===== src/pmt_unused_marker.sv =====
`default_nettype none
`default_nettype wire


===== src/pmt_pkg.sv =====
// pmt_pkg: constants shared by both ends of the mii/rmii transmit port
// assumes: both ends run on one 100 MHz core clock with a synchronous reset
`default_nettype none

package pmt_pkg;

    // ****************************************
    // clock and timing
    // ****************************************
    localparam int CORE_CLK_HZ     = 100_000_000;
    localparam int TXCLK_100_HZ    = 25_000_000;
    localparam int TXCLK_10_HZ     = 2_500_000;
    localparam int HALF_100        = CORE_CLK_HZ / (2 * TXCLK_100_HZ);
    localparam int HALF_10         = CORE_CLK_HZ / (2 * TXCLK_10_HZ);
    localparam int AN_TIME_US      = 10;
    localparam int AN_CYCLES       = AN_TIME_US * (CORE_CLK_HZ / 1_000_000);
    localparam int STRAP_LATCH_CYC = 2;

    // ****************************************
    // code groups and abilities
    // ****************************************
    localparam logic [4:0] CODE_H   = 5'h04;
    localparam int         ABL_10H  = 0;
    localparam int         ABL_10F  = 1;
    localparam int         ABL_100H = 2;
    localparam int         ABL_100F = 3;

    // ****************************************
    // controller registers
    // ****************************************
    localparam logic [7:0] REG_CTRL     = 8'h00;
    localparam logic [7:0] REG_TXDATA   = 8'h04;
    localparam logic [7:0] REG_STATUS   = 8'h08;
    localparam logic [7:0] REG_IRQ_STAT = 8'h0c;
    localparam logic [7:0] REG_IRQ_MASK = 8'h10;
    localparam int         CTRL_RMII    = 0;
    localparam int         CTRL_SYMBOL  = 1;
    localparam int         CTRL_ERR     = 2;
    localparam logic [2:0] CTRL_RST     = 3'h0;
    localparam int         ST_FULL      = 0;
    localparam int         ST_SENDING   = 1;
    localparam int         ST_PHY_IRQ   = 2;
    localparam int         EV_TAKEN     = 0;
    localparam int         EV_FRAME_END = 1;
    localparam int         EV_OVERRUN   = 2;
    localparam int         EV_PHY_IRQ   = 3;
    localparam logic [3:0] IRQ_RST      = 4'h0;

endpackage : pmt_pkg

`default_nettype wire


===== src/pmt_if.sv =====
// pmt_if: transmit pins between controller and transceiver
// assumes: open-drain interrupt line has a pull-up, modelled here
`default_nettype none

interface pmt_if;
    logic       tx_clk;
    logic       ref_clk;
    logic [3:0] txd;
    logic       tx_en;
    logic       tx_er;
    logic       interrupt_n_out;
    logic       interrupt_n_oe;
    logic       interrupt_n_level;

    // pull-up gives the inactive level
    assign interrupt_n_level = interrupt_n_oe ? interrupt_n_out : 1'b1;

    modport phy (
        output tx_clk,
        output ref_clk,
        input  txd,
        input  tx_en,
        input  tx_er,
        output interrupt_n_out,
        output interrupt_n_oe
    );

    modport mac (
        input  tx_clk,
        input  ref_clk,
        output txd,
        output tx_en,
        output tx_er,
        input  interrupt_n_level
    );
endinterface : pmt_if

`default_nettype wire


===== src/pmt_phy.sv =====
// pmt_phy: transceiver end, makes the transmit clock and encodes samples
// assumes: the controller keeps unused data pins low in rmii mode
`default_nettype none

module pmt_phy #(
    parameter int AN_CYC = pmt_pkg::AN_CYCLES
) (
    input  wire logic       core_clk,
    input  wire logic       srst,
    pmt_if.phy              lnk,
    input  wire logic       interface_select_strap,
    input  wire logic       irq_select_strap,
    input  wire logic       symbol_mode,
    input  wire logic       an_enable,
    input  wire logic [3:0] local_ability,
    input  wire logic [3:0] partner_ability,
    input  wire logic       partner_present,
    input  wire logic       forced_speed_100,
    input  wire logic       forced_full,
    input  wire logic       irq_clear,
    output logic      [4:0] code_out,
    output logic            code_valid,
    output logic            code_error,
    output logic            speed_100,
    output logic            full_duplex,
    output logic            link_up,
    output logic            rmii_mode
);

    typedef enum logic [2:0] {
        AN_IDLE = 3'h1,
        AN_WAIT = 3'h2,
        AN_LINK = 3'h4
    } pmt_an_e;

    function automatic logic [4:0] enc_4b5b(input logic [3:0] nib);
        case (nib)
            4'h0: enc_4b5b = 5'h1e;
            4'h1: enc_4b5b = 5'h09;
            4'h2: enc_4b5b = 5'h14;
            4'h3: enc_4b5b = 5'h15;
            4'h4: enc_4b5b = 5'h0a;
            4'h5: enc_4b5b = 5'h0b;
            4'h6: enc_4b5b = 5'h0e;
            4'h7: enc_4b5b = 5'h0f;
            4'h8: enc_4b5b = 5'h12;
            4'h9: enc_4b5b = 5'h13;
            4'ha: enc_4b5b = 5'h16;
            4'hb: enc_4b5b = 5'h17;
            4'hc: enc_4b5b = 5'h1a;
            4'hd: enc_4b5b = 5'h1b;
            4'he: enc_4b5b = 5'h1c;
            default: enc_4b5b = 5'h1d;
        endcase
    endfunction : enc_4b5b

    // returns {ok, speed_100, full}; ok low when nothing is in common
    function automatic logic [2:0] best_mode(input logic [3:0] ab);
        if (ab[pmt_pkg::ABL_100F])
            best_mode = 3'h7;
        else if (ab[pmt_pkg::ABL_100H])
            best_mode = 3'h6;
        else if (ab[pmt_pkg::ABL_10F])
            best_mode = 3'h5;
        else if (ab[pmt_pkg::ABL_10H])
            best_mode = 3'h4;
        else
            best_mode = 3'h0;
    endfunction : best_mode

    // ****************************************
    // synchronisers
    // ****************************************
    logic [12:0] pin_s1;
    logic [12:0] pin_s2;
    always_ff @(posedge core_clk)
    begin
        pin_s1 <= {partner_ability, partner_present, irq_select_strap,
                   interface_select_strap, lnk.tx_er, lnk.tx_en, lnk.txd};
        pin_s2 <= pin_s1;
    end

    logic [3:0] txd_s;
    logic       en_s;
    logic       er_s;
    logic       symbol_msb_in;
    logic       partner_s;
    logic [3:0] partner_ab_s;
    assign txd_s         = pin_s2[3:0];
    assign en_s          = pin_s2[4];
    assign er_s          = pin_s2[5];
    assign symbol_msb_in = pin_s2[5];
    assign partner_s     = pin_s2[8];
    assign partner_ab_s  = pin_s2[12:9];

    // ****************************************
    // strap latch after reset release
    // ****************************************
    logic [1:0] strap_cnt;
    logic       irq_fn_link;
    logic       strap_done;
    assign strap_done = strap_cnt == 2'(pmt_pkg::STRAP_LATCH_CYC);
    always_ff @(posedge core_clk)
    begin
        if (srst)
        begin
            strap_cnt   <= 2'h0;
            rmii_mode   <= 1'b0;
            irq_fn_link <= 1'b0;
        end
        else if (strap_cnt != 2'(pmt_pkg::STRAP_LATCH_CYC))
        begin
            strap_cnt <= strap_cnt + 2'h1;
            // sync chain needs two edges to refill after reset
            if (strap_cnt == 2'(pmt_pkg::STRAP_LATCH_CYC - 1))
            begin
                rmii_mode   <= pin_s2[6];
                irq_fn_link <= pin_s2[7];
            end
        end
    end

    // ****************************************
    // auto-negotiation
    // ****************************************
    pmt_an_e    an_state;
    logic [15:0] an_cnt;
    logic [2:0]  an_pick;
    logic        link_ev;
    assign an_pick = best_mode(local_ability & partner_ab_s);
    assign link_ev = (an_state == AN_WAIT && an_cnt == 16'(AN_CYC - 1) && an_pick[2])
                     || (an_state == AN_LINK && !partner_s);

    always_ff @(posedge core_clk)
    begin
        if (srst)
        begin
            an_state    <= AN_IDLE;
            an_cnt      <= 16'h0000;
            link_up     <= 1'b0;
            speed_100   <= 1'b0;
            full_duplex <= 1'b0;
        end
        else
            case (an_state)
                AN_IDLE:
                    if (partner_s && !an_enable)
                    begin
                        an_state    <= AN_LINK;
                        link_up     <= 1'b1;
                        speed_100   <= forced_speed_100;
                        full_duplex <= forced_full;
                    end
                    else if (partner_s)
                    begin
                        an_state <= AN_WAIT;
                        an_cnt   <= 16'h0000;
                    end
                AN_WAIT:
                    if (!partner_s)
                        an_state <= AN_IDLE;
                    else if (an_cnt != 16'(AN_CYC - 1))
                        an_cnt <= an_cnt + 16'h0001;
                    else if (an_pick[2])
                    begin
                        an_state    <= AN_LINK;
                        link_up     <= 1'b1;
                        speed_100   <= an_pick[1];
                        full_duplex <= an_pick[0];
                    end
                    else
                        an_cnt <= 16'h0000;
                AN_LINK:
                    if (!partner_s)
                    begin
                        an_state <= AN_IDLE;
                        link_up  <= 1'b0;
                    end
                default:
                    an_state <= AN_IDLE;
            endcase
    end

    // ****************************************
    // transmit clock divider
    // ****************************************
    logic [4:0] div_cnt;
    logic       clk_ph;
    logic       tick;
    logic       rise;
    // at or above the limit: a drop in half period never wraps the counter
    assign tick = div_cnt >= 5'(speed_100 ? pmt_pkg::HALF_100 - 1 : pmt_pkg::HALF_10 - 1);
    assign rise = tick && !clk_ph;

    always_ff @(posedge core_clk)
    begin
        // held until the straps are in, so the unused clock pin never glitches
        if (srst || !strap_done)
        begin
            div_cnt     <= 5'h00;
            clk_ph      <= 1'b0;
            lnk.tx_clk  <= 1'b0;
            lnk.ref_clk <= 1'b0;
        end
        else
        begin
            div_cnt     <= tick ? 5'h00 : div_cnt + 5'h01;
            clk_ph      <= tick ? !clk_ph : clk_ph;
            // clock pin idles low in the unused mode
            lnk.tx_clk  <= !rmii_mode && (tick ? !clk_ph : clk_ph);
            lnk.ref_clk <= rmii_mode && (tick ? !clk_ph : clk_ph);
        end
    end

    // ****************************************
    // sampling and encoding
    // ****************************************
    logic       half;
    logic [1:0] low_dibit;
    logic [3:0] rmii_nib;
    assign rmii_nib = {txd_s[1:0], low_dibit};

    always_ff @(posedge core_clk)
    begin
        if (srst)
        begin
            code_out   <= 5'h00;
            code_valid <= 1'b0;
            code_error <= 1'b0;
            half       <= 1'b0;
            low_dibit  <= 2'b00;
        end
        else
        begin
            code_valid <= 1'b0;
            code_error <= 1'b0;
            if (!en_s)
                half <= 1'b0;
            else if (rise && !rmii_mode)
            begin
                code_valid <= 1'b1;
                if (symbol_mode)
                    code_out <= {symbol_msb_in, txd_s};
                else if (!speed_100)
                    code_out <= {1'b0, txd_s};
                else if (er_s)
                begin
                    code_out   <= pmt_pkg::CODE_H;
                    code_error <= 1'b1;
                end
                else
                    code_out <= enc_4b5b(txd_s);
            end
            else if (rise)
            begin
                half      <= !half;
                low_dibit <= txd_s[1:0];
                if (half)
                begin
                    code_valid <= 1'b1;
                    code_out   <= speed_100 ? enc_4b5b(rmii_nib) : {1'b0, rmii_nib};
                end
            end
        end
    end

    // ****************************************
    // interrupt pin
    // ****************************************
    logic irq_pend;
    always_ff @(posedge core_clk)
    begin
        if (srst)
            irq_pend <= 1'b0;
        else if (link_ev || code_error)
            irq_pend <= 1'b1;
        else if (irq_clear)
            irq_pend <= 1'b0;
    end

    // open drain: only ever pulls low
    always_ff @(posedge core_clk)
    begin
        if (srst)
        begin
            lnk.interrupt_n_out <= 1'b0;
            lnk.interrupt_n_oe  <= 1'b0;
        end
        else
        begin
            lnk.interrupt_n_out <= 1'b0;
            lnk.interrupt_n_oe  <= irq_fn_link ? link_up : irq_pend;
        end
    end

endmodule : pmt_phy

`default_nettype wire


===== src/flat_wrapper.sv =====
// flat-port wrapper written by rule: the top's interface ports become plain ports
module pmt_phy_flat 
#(
    parameter int AN_CYC = pmt_pkg::AN_CYCLES
)
  (core_clk, srst, interface_select_strap, irq_select_strap, symbol_mode, an_enable, local_ability, partner_ability, partner_present, forced_speed_100, forced_full, irq_clear, code_out, code_valid, code_error, speed_100, full_duplex, link_up, rmii_mode, lnk_tx_clk, lnk_ref_clk, lnk_txd, lnk_tx_en, lnk_tx_er, lnk_interrupt_n_out, lnk_interrupt_n_oe);
  pmt_if lnk_i ();
  input  wire logic core_clk;
  input  wire logic srst;
  input  wire logic interface_select_strap;
  input  wire logic irq_select_strap;
  input  wire logic symbol_mode;
  input  wire logic an_enable;
  input  wire logic [3:0] local_ability;
  input  wire logic [3:0] partner_ability;
  input  wire logic partner_present;
  input  wire logic forced_speed_100;
  input  wire logic forced_full;
  input  wire logic irq_clear;
  output logic      [4:0] code_out;
  output logic code_valid;
  output logic code_error;
  output logic speed_100;
  output logic full_duplex;
  output logic link_up;
  output logic rmii_mode;
  output wire logic [$bits(lnk_i.tx_clk)-1:0] lnk_tx_clk;
  output wire logic [$bits(lnk_i.ref_clk)-1:0] lnk_ref_clk;
  input wire logic [$bits(lnk_i.txd)-1:0] lnk_txd;
  input wire logic [$bits(lnk_i.tx_en)-1:0] lnk_tx_en;
  input wire logic [$bits(lnk_i.tx_er)-1:0] lnk_tx_er;
  output wire logic [$bits(lnk_i.interrupt_n_out)-1:0] lnk_interrupt_n_out;
  output wire logic [$bits(lnk_i.interrupt_n_oe)-1:0] lnk_interrupt_n_oe;
  assign lnk_tx_clk = lnk_i.tx_clk;
  assign lnk_ref_clk = lnk_i.ref_clk;
  assign lnk_i.txd = lnk_txd;
  assign lnk_i.tx_en = lnk_tx_en;
  assign lnk_i.tx_er = lnk_tx_er;
  assign lnk_interrupt_n_out = lnk_i.interrupt_n_out;
  assign lnk_interrupt_n_oe = lnk_i.interrupt_n_oe;
  pmt_phy #(.AN_CYC(AN_CYC)) u_core (.core_clk(core_clk), .srst(srst), .lnk(lnk_i), .interface_select_strap(interface_select_strap), .irq_select_strap(irq_select_strap), .symbol_mode(symbol_mode), .an_enable(an_enable), .local_ability(local_ability), .partner_ability(partner_ability), .partner_present(partner_present), .forced_speed_100(forced_speed_100), .forced_full(forced_full), .irq_clear(irq_clear), .code_out(code_out), .code_valid(code_valid), .code_error(code_error), .speed_100(speed_100), .full_duplex(full_duplex), .link_up(link_up), .rmii_mode(rmii_mode));
endmodule

===== config.mk =====
export PLATFORM = sky130hd
export DESIGN_NAME = pmt_phy_flat
export DESIGN_NICKNAME = d
export VERILOG_FILES = /design/src/pmt_unused_marker.sv /design/src/pmt_pkg.sv /design/src/pmt_if.sv /design/src/pmt_phy.sv /design/src/flat_wrapper.sv
export SDC_FILE = /design/constraint.sdc
export NUM_CORES = 1
export LEC_CHECK = 0
export BUFFER_PORTS_ARGS = -buffer_cell sky130_fd_sc_hd__clkbuf_2
export CAP_MARGIN = 20
export CORE_ASPECT_RATIO = 0.75
export CORE_UTILIZATION = 56
export CTS_BUF_LIST = sky130_fd_sc_hd__clkbuf_2 sky130_fd_sc_hd__clkbuf_4 sky130_fd_sc_hd__clkbuf_8
export CTS_CLUSTER_DIAMETER = 30
export DETAILED_ROUTE_END_ITERATION = 6
export HOLD_SLACK_MARGIN = 0.15
export PLACE_DENSITY = 0.77
export REMOVE_ABC_BUFFERS = 1
export SLEW_MARGIN = 15
export SYNTH_ARGS = -nofsm -noshare
export SYNTH_HDL_FRONTEND = slang
export SYNTH_SLANG_ARGS = --single-unit
export TNS_END_PERCENT = 100

===== constraint.sdc =====
create_clock -name core_clk -period 2.9 [get_ports core_clk]
set_input_delay 0.145 -clock core_clk [delete_from_list [all_inputs] [get_ports core_clk]]
set_output_delay 0.145 -clock core_clk [all_outputs]
set_load 0.05 [all_outputs]

==> impl_metrics.env <==
export IMPL_synth_ff_type="dfxtp_1"
export IMPL_die_area_um2=5810
export IMPL_clk_latency_ps=340
export IMPL_slew_headroom=0.505
export IMPL_ant_nets=0
export IMPL_clockRootBuffer="clkbuf_8"
export IMPL_clock_sinks=76
export IMPL_ir_drop_uv=400
export IMPL_cts_buffers=9
export IMPL_num_nets_final=418
export IMPL_area_growth_pct=18.3
export IMPL_diodes=0
export IMPL_worst_path_buf_inv=0
export IMPL_vias=2584
export IMPL_wl_per_cell_um=13.9
export IMPL_cp_slowest_cell="or4_4"
export IMPL_holdWs_ps=188
export IMPL_p_leak_nw=1.42
export IMPL_grt_pass1_vias=2343
export IMPL_syn_inst=336
export IMPL_run_status="complete, no violations"
export IMPL_slew_violations=0
export IMPL_synth_adder_area_share=0.0284
export IMPL_path_cells="ha_1 -> nand4b_1 -> or4_4 -> o221ai_4 -> a21oi_1 -> a211oi_1"
export IMPL_setup_viol=0
export IMPL_drt_met1_wl_um=3170
export IMPL_synth_seq_cells=76
export IMPL_vias_per_cell=5.58
export IMPL_tightest_slew_ps=743
export IMPL_fmax_mhz=385
export IMPL_p_per_area_nw_per_um2=601
export IMPL_grt_overflow=0
export IMPL_dr_wl_met3_um=352
export IMPL_core_um2=5090
export IMPL_fin_crit_ps=2600
export IMPL_antenna_found_initial=0
export IMPL_worstSetupEndpointType="flop"
export IMPL_startpoint_type="flop"
export IMPL_drt_wl_total_um=6450
export IMPL_finish_utilization=0.716
export IMPL_critPathMaxFanout=24
export IMPL_cts_clk_slew_worst_paths_ps=70
export IMPL_highest_layer="met4"
export IMPL_fin_crit_sh=0.895
export IMPL_post_cts_resize_count=0
export IMPL_avgSynthCellArea_um2=9.18
export IMPL_muxShareOfSynthArea=0.0162
export IMPL_clk_path_buf_depth=2
export IMPL_h_tree_depth=3
export IMPL_synth_compound_area_frac=0.177
export IMPL_cts_tree="built"
export IMPL_seq_area_frac_synth=0.494
export IMPL_hold_viol_final=0
export IMPL_cap_violations=0
export IMPL_hold_buffers=14
export IMPL_grt_pass1_wl_um=10700
export IMPL_grt_max_degree=35
export IMPL_synth_edf_count=0
export IMPL_cp_data_required_time_ps=3140
export IMPL_yosys_warnings=0
export IMPL_gp_congestion=0.814
export IMPL_io_pins=39
export IMPL_finClkSkew_ps=5.90
export IMPL_fp_dieH_um=66.3
export IMPL_start_util=0.605
export IMPL_slowest_delay_ps=610
export IMPL_drive_gt1_frac=0.159
export IMPL_syn_area_um2=3080
export IMPL_row_count=22
export IMPL_dpl_instance_area_um2=3310
export IMPL_synthDistinctLibCells=52
export IMPL_grt_usage=0.244
export IMPL_synth_top_family_by_area="simple AND/OR/NAND/NOR gates"
export IMPL_die_width_um=87.7
export IMPL_hp_class="input port to flop"
export IMPL_arrival_ps=2830
export IMPL_setup_tns_ps=0
export IMPL_crit_type="flop to flop"
export IMPL_drtIter0Drc=197
export IMPL_synth_xor_area_share=0.0170
export IMPL_port_buffers=37
export IMPL_drt_pass1_iter_count=4
export IMPL_synthSimpleGateAreaFrac=0.225
export IMPL_met2_length_um=2870
export IMPL_stdcell_area_um2=3650
export IMPL_fin_total_pwr_mw=2.19
export IMPL_cp_top_family="compound AO/OA/AOI/OAI gates"
export IMPL_drcViolationCount=0
export IMPL_hpwlAfterDp_um=4560
export IMPL_synthArstFlopShare=0
export IMPL_post_cts_buffers=0
export IMPL_rsz0062_at_grt="false"
[layer usage]
| layer | vias up | track usage |
|---|---|---|
| li1 | 1308 | - |
| met1 | 1201 | 0.327 |
| met2 | 68 | 0.374 |
| met3 | 7 | 0.0674 |
| met4 | 0 | 0.0881 |
| met5 | - | 0 |
[cells in the mapped netlist, types with 3 or more instances]
cell type	count	share of area
a211oi_1	8	0.019
nor3b_1	3	0.0073
nor2_1	41	0.050
nand3b_1	3	0.0073
or3_1	9	0.018
a41oi_1	4	0.011
a21oi_1	24	0.039
a311oi_1	3	0.0085
xnor2_1	3	0.0085
nor3_1	8	0.013
ha_1	7	0.028
a31oi_1	4	0.0081
and2_1	3	0.0061
o21bai_1	3	0.0073
inv_1	14	0.017
nand2_1	23	0.028
a211o_1	3	0.0085
nand2b_1	5	0.010
dfxtp_1	76	0.49
nand3_1	19	0.031
nand4_1	3	0.0061
xor2_1	3	0.0085
o21ai_0	4	0.0065
o21ai_1	6	0.0097
clkbuf_1	11	0.013
a22oi_1	5	0.012
nor2b_1	5	0.010
mux2i_1	5	0.016
[sequential cells by signal (all words and copies together) (netlist names), 2 cells and up, named ones only]
| signal | cells |
|---|---|
| u_core.pin_s1 | 13 |
| u_core.code_out | 5 |
| u_core.an_state | 3 |
| u_core.strap_cnt | 2 |
| u_core.low_dibit | 2 |
| u_core.div_cnt | 5 |
| u_core.pin_s2 | 13 |
| u_core.an_cnt | 16 |
[worst register-to-register path: cells and delay by family (launching register included)]
| family | cells | cell delay [ps] |
|---|---|---|
| AO/OA/AOI/OAI | 3 | 910 |
| adder cells (fa/ha/maj) | 1 | 280 |
| flip-flops | 1 | 450 |
| AND/OR/NAND/NOR | 2 | 860 |
[path summary, 6_finish.rpt]
kind	endpoint	depth (start not counted)	from	slack (ps)
worst max-delay path	u_core.an_cnt[13]	6	u_core.an_cnt[0]	300
worst min-delay path	u_core.irq_pend	4	irq_clear	190
worst min register to register	u_core.pin_s2[5]	0	u_core.pin_s1[5]	330
worst max register to register	u_core.an_cnt[13]	6	u_core.an_cnt[0]	300
[layout by cell type, fill, tap and decap left out, types with 3 or more instances in the layout]
master and instances:
o21bai_1 3, o21ai_1 6, a41oi_1 4, nand4_1 3, a311oi_1 3, nand2_1 23
dfxtp_1 76, dlygate4sd3_1 14, nor2b_1 5, a21oi_1 24, a211oi_1 8, nor3b_1 3
o21ai_0 4, clkbuf_2 37, and2_1 3, a31oi_1 4, clkbuf_8 11, xor2_1 3
nor3_1 8, mux2i_1 5, xnor2_1 3, a211o_1 3, a22oi_1 5, nand3_1 19
inv_1 14, nand3b_1 3, nor2_1 41, ha_1 7, or3_1 9, nand2b_1 5
buf_4 3
[cell families after synthesis]
family,Yosys count
AOI/OAI and AO/OA,79
muxes,5
other,1
and+or+nand+nor,134
adders and majority gates,7
xor gates and xnor gates,6
buffers and inverters,28
DFF,76
[report_power, final]
group          internal (mW)  switching [mW]  leakage (nW)
Clock                  0.438           0.361         0.105
Sequential              1.10          0.0506         0.625
Combinational          0.106           0.139         0.693
[per-stage QoR]
step,std cells,setup WS [ps]
finish,463,304
global route,463,184
CTS,463,361
detailed placement,434,386
global placement,434,501
floorplan,322,171
[final cells by class]
cell class	instances	area (um^2)
Multi-Input combinational cell	232	1430
Tap cell	72	90.1
Inverter	14	52.6
Timing Repair Buffer	54	348
Fill cell	419	1450
Sequential cell	76	1520
Clock buffer	11	151
Clock inverter	4	48.8
(Power assumes the default switching activity.)
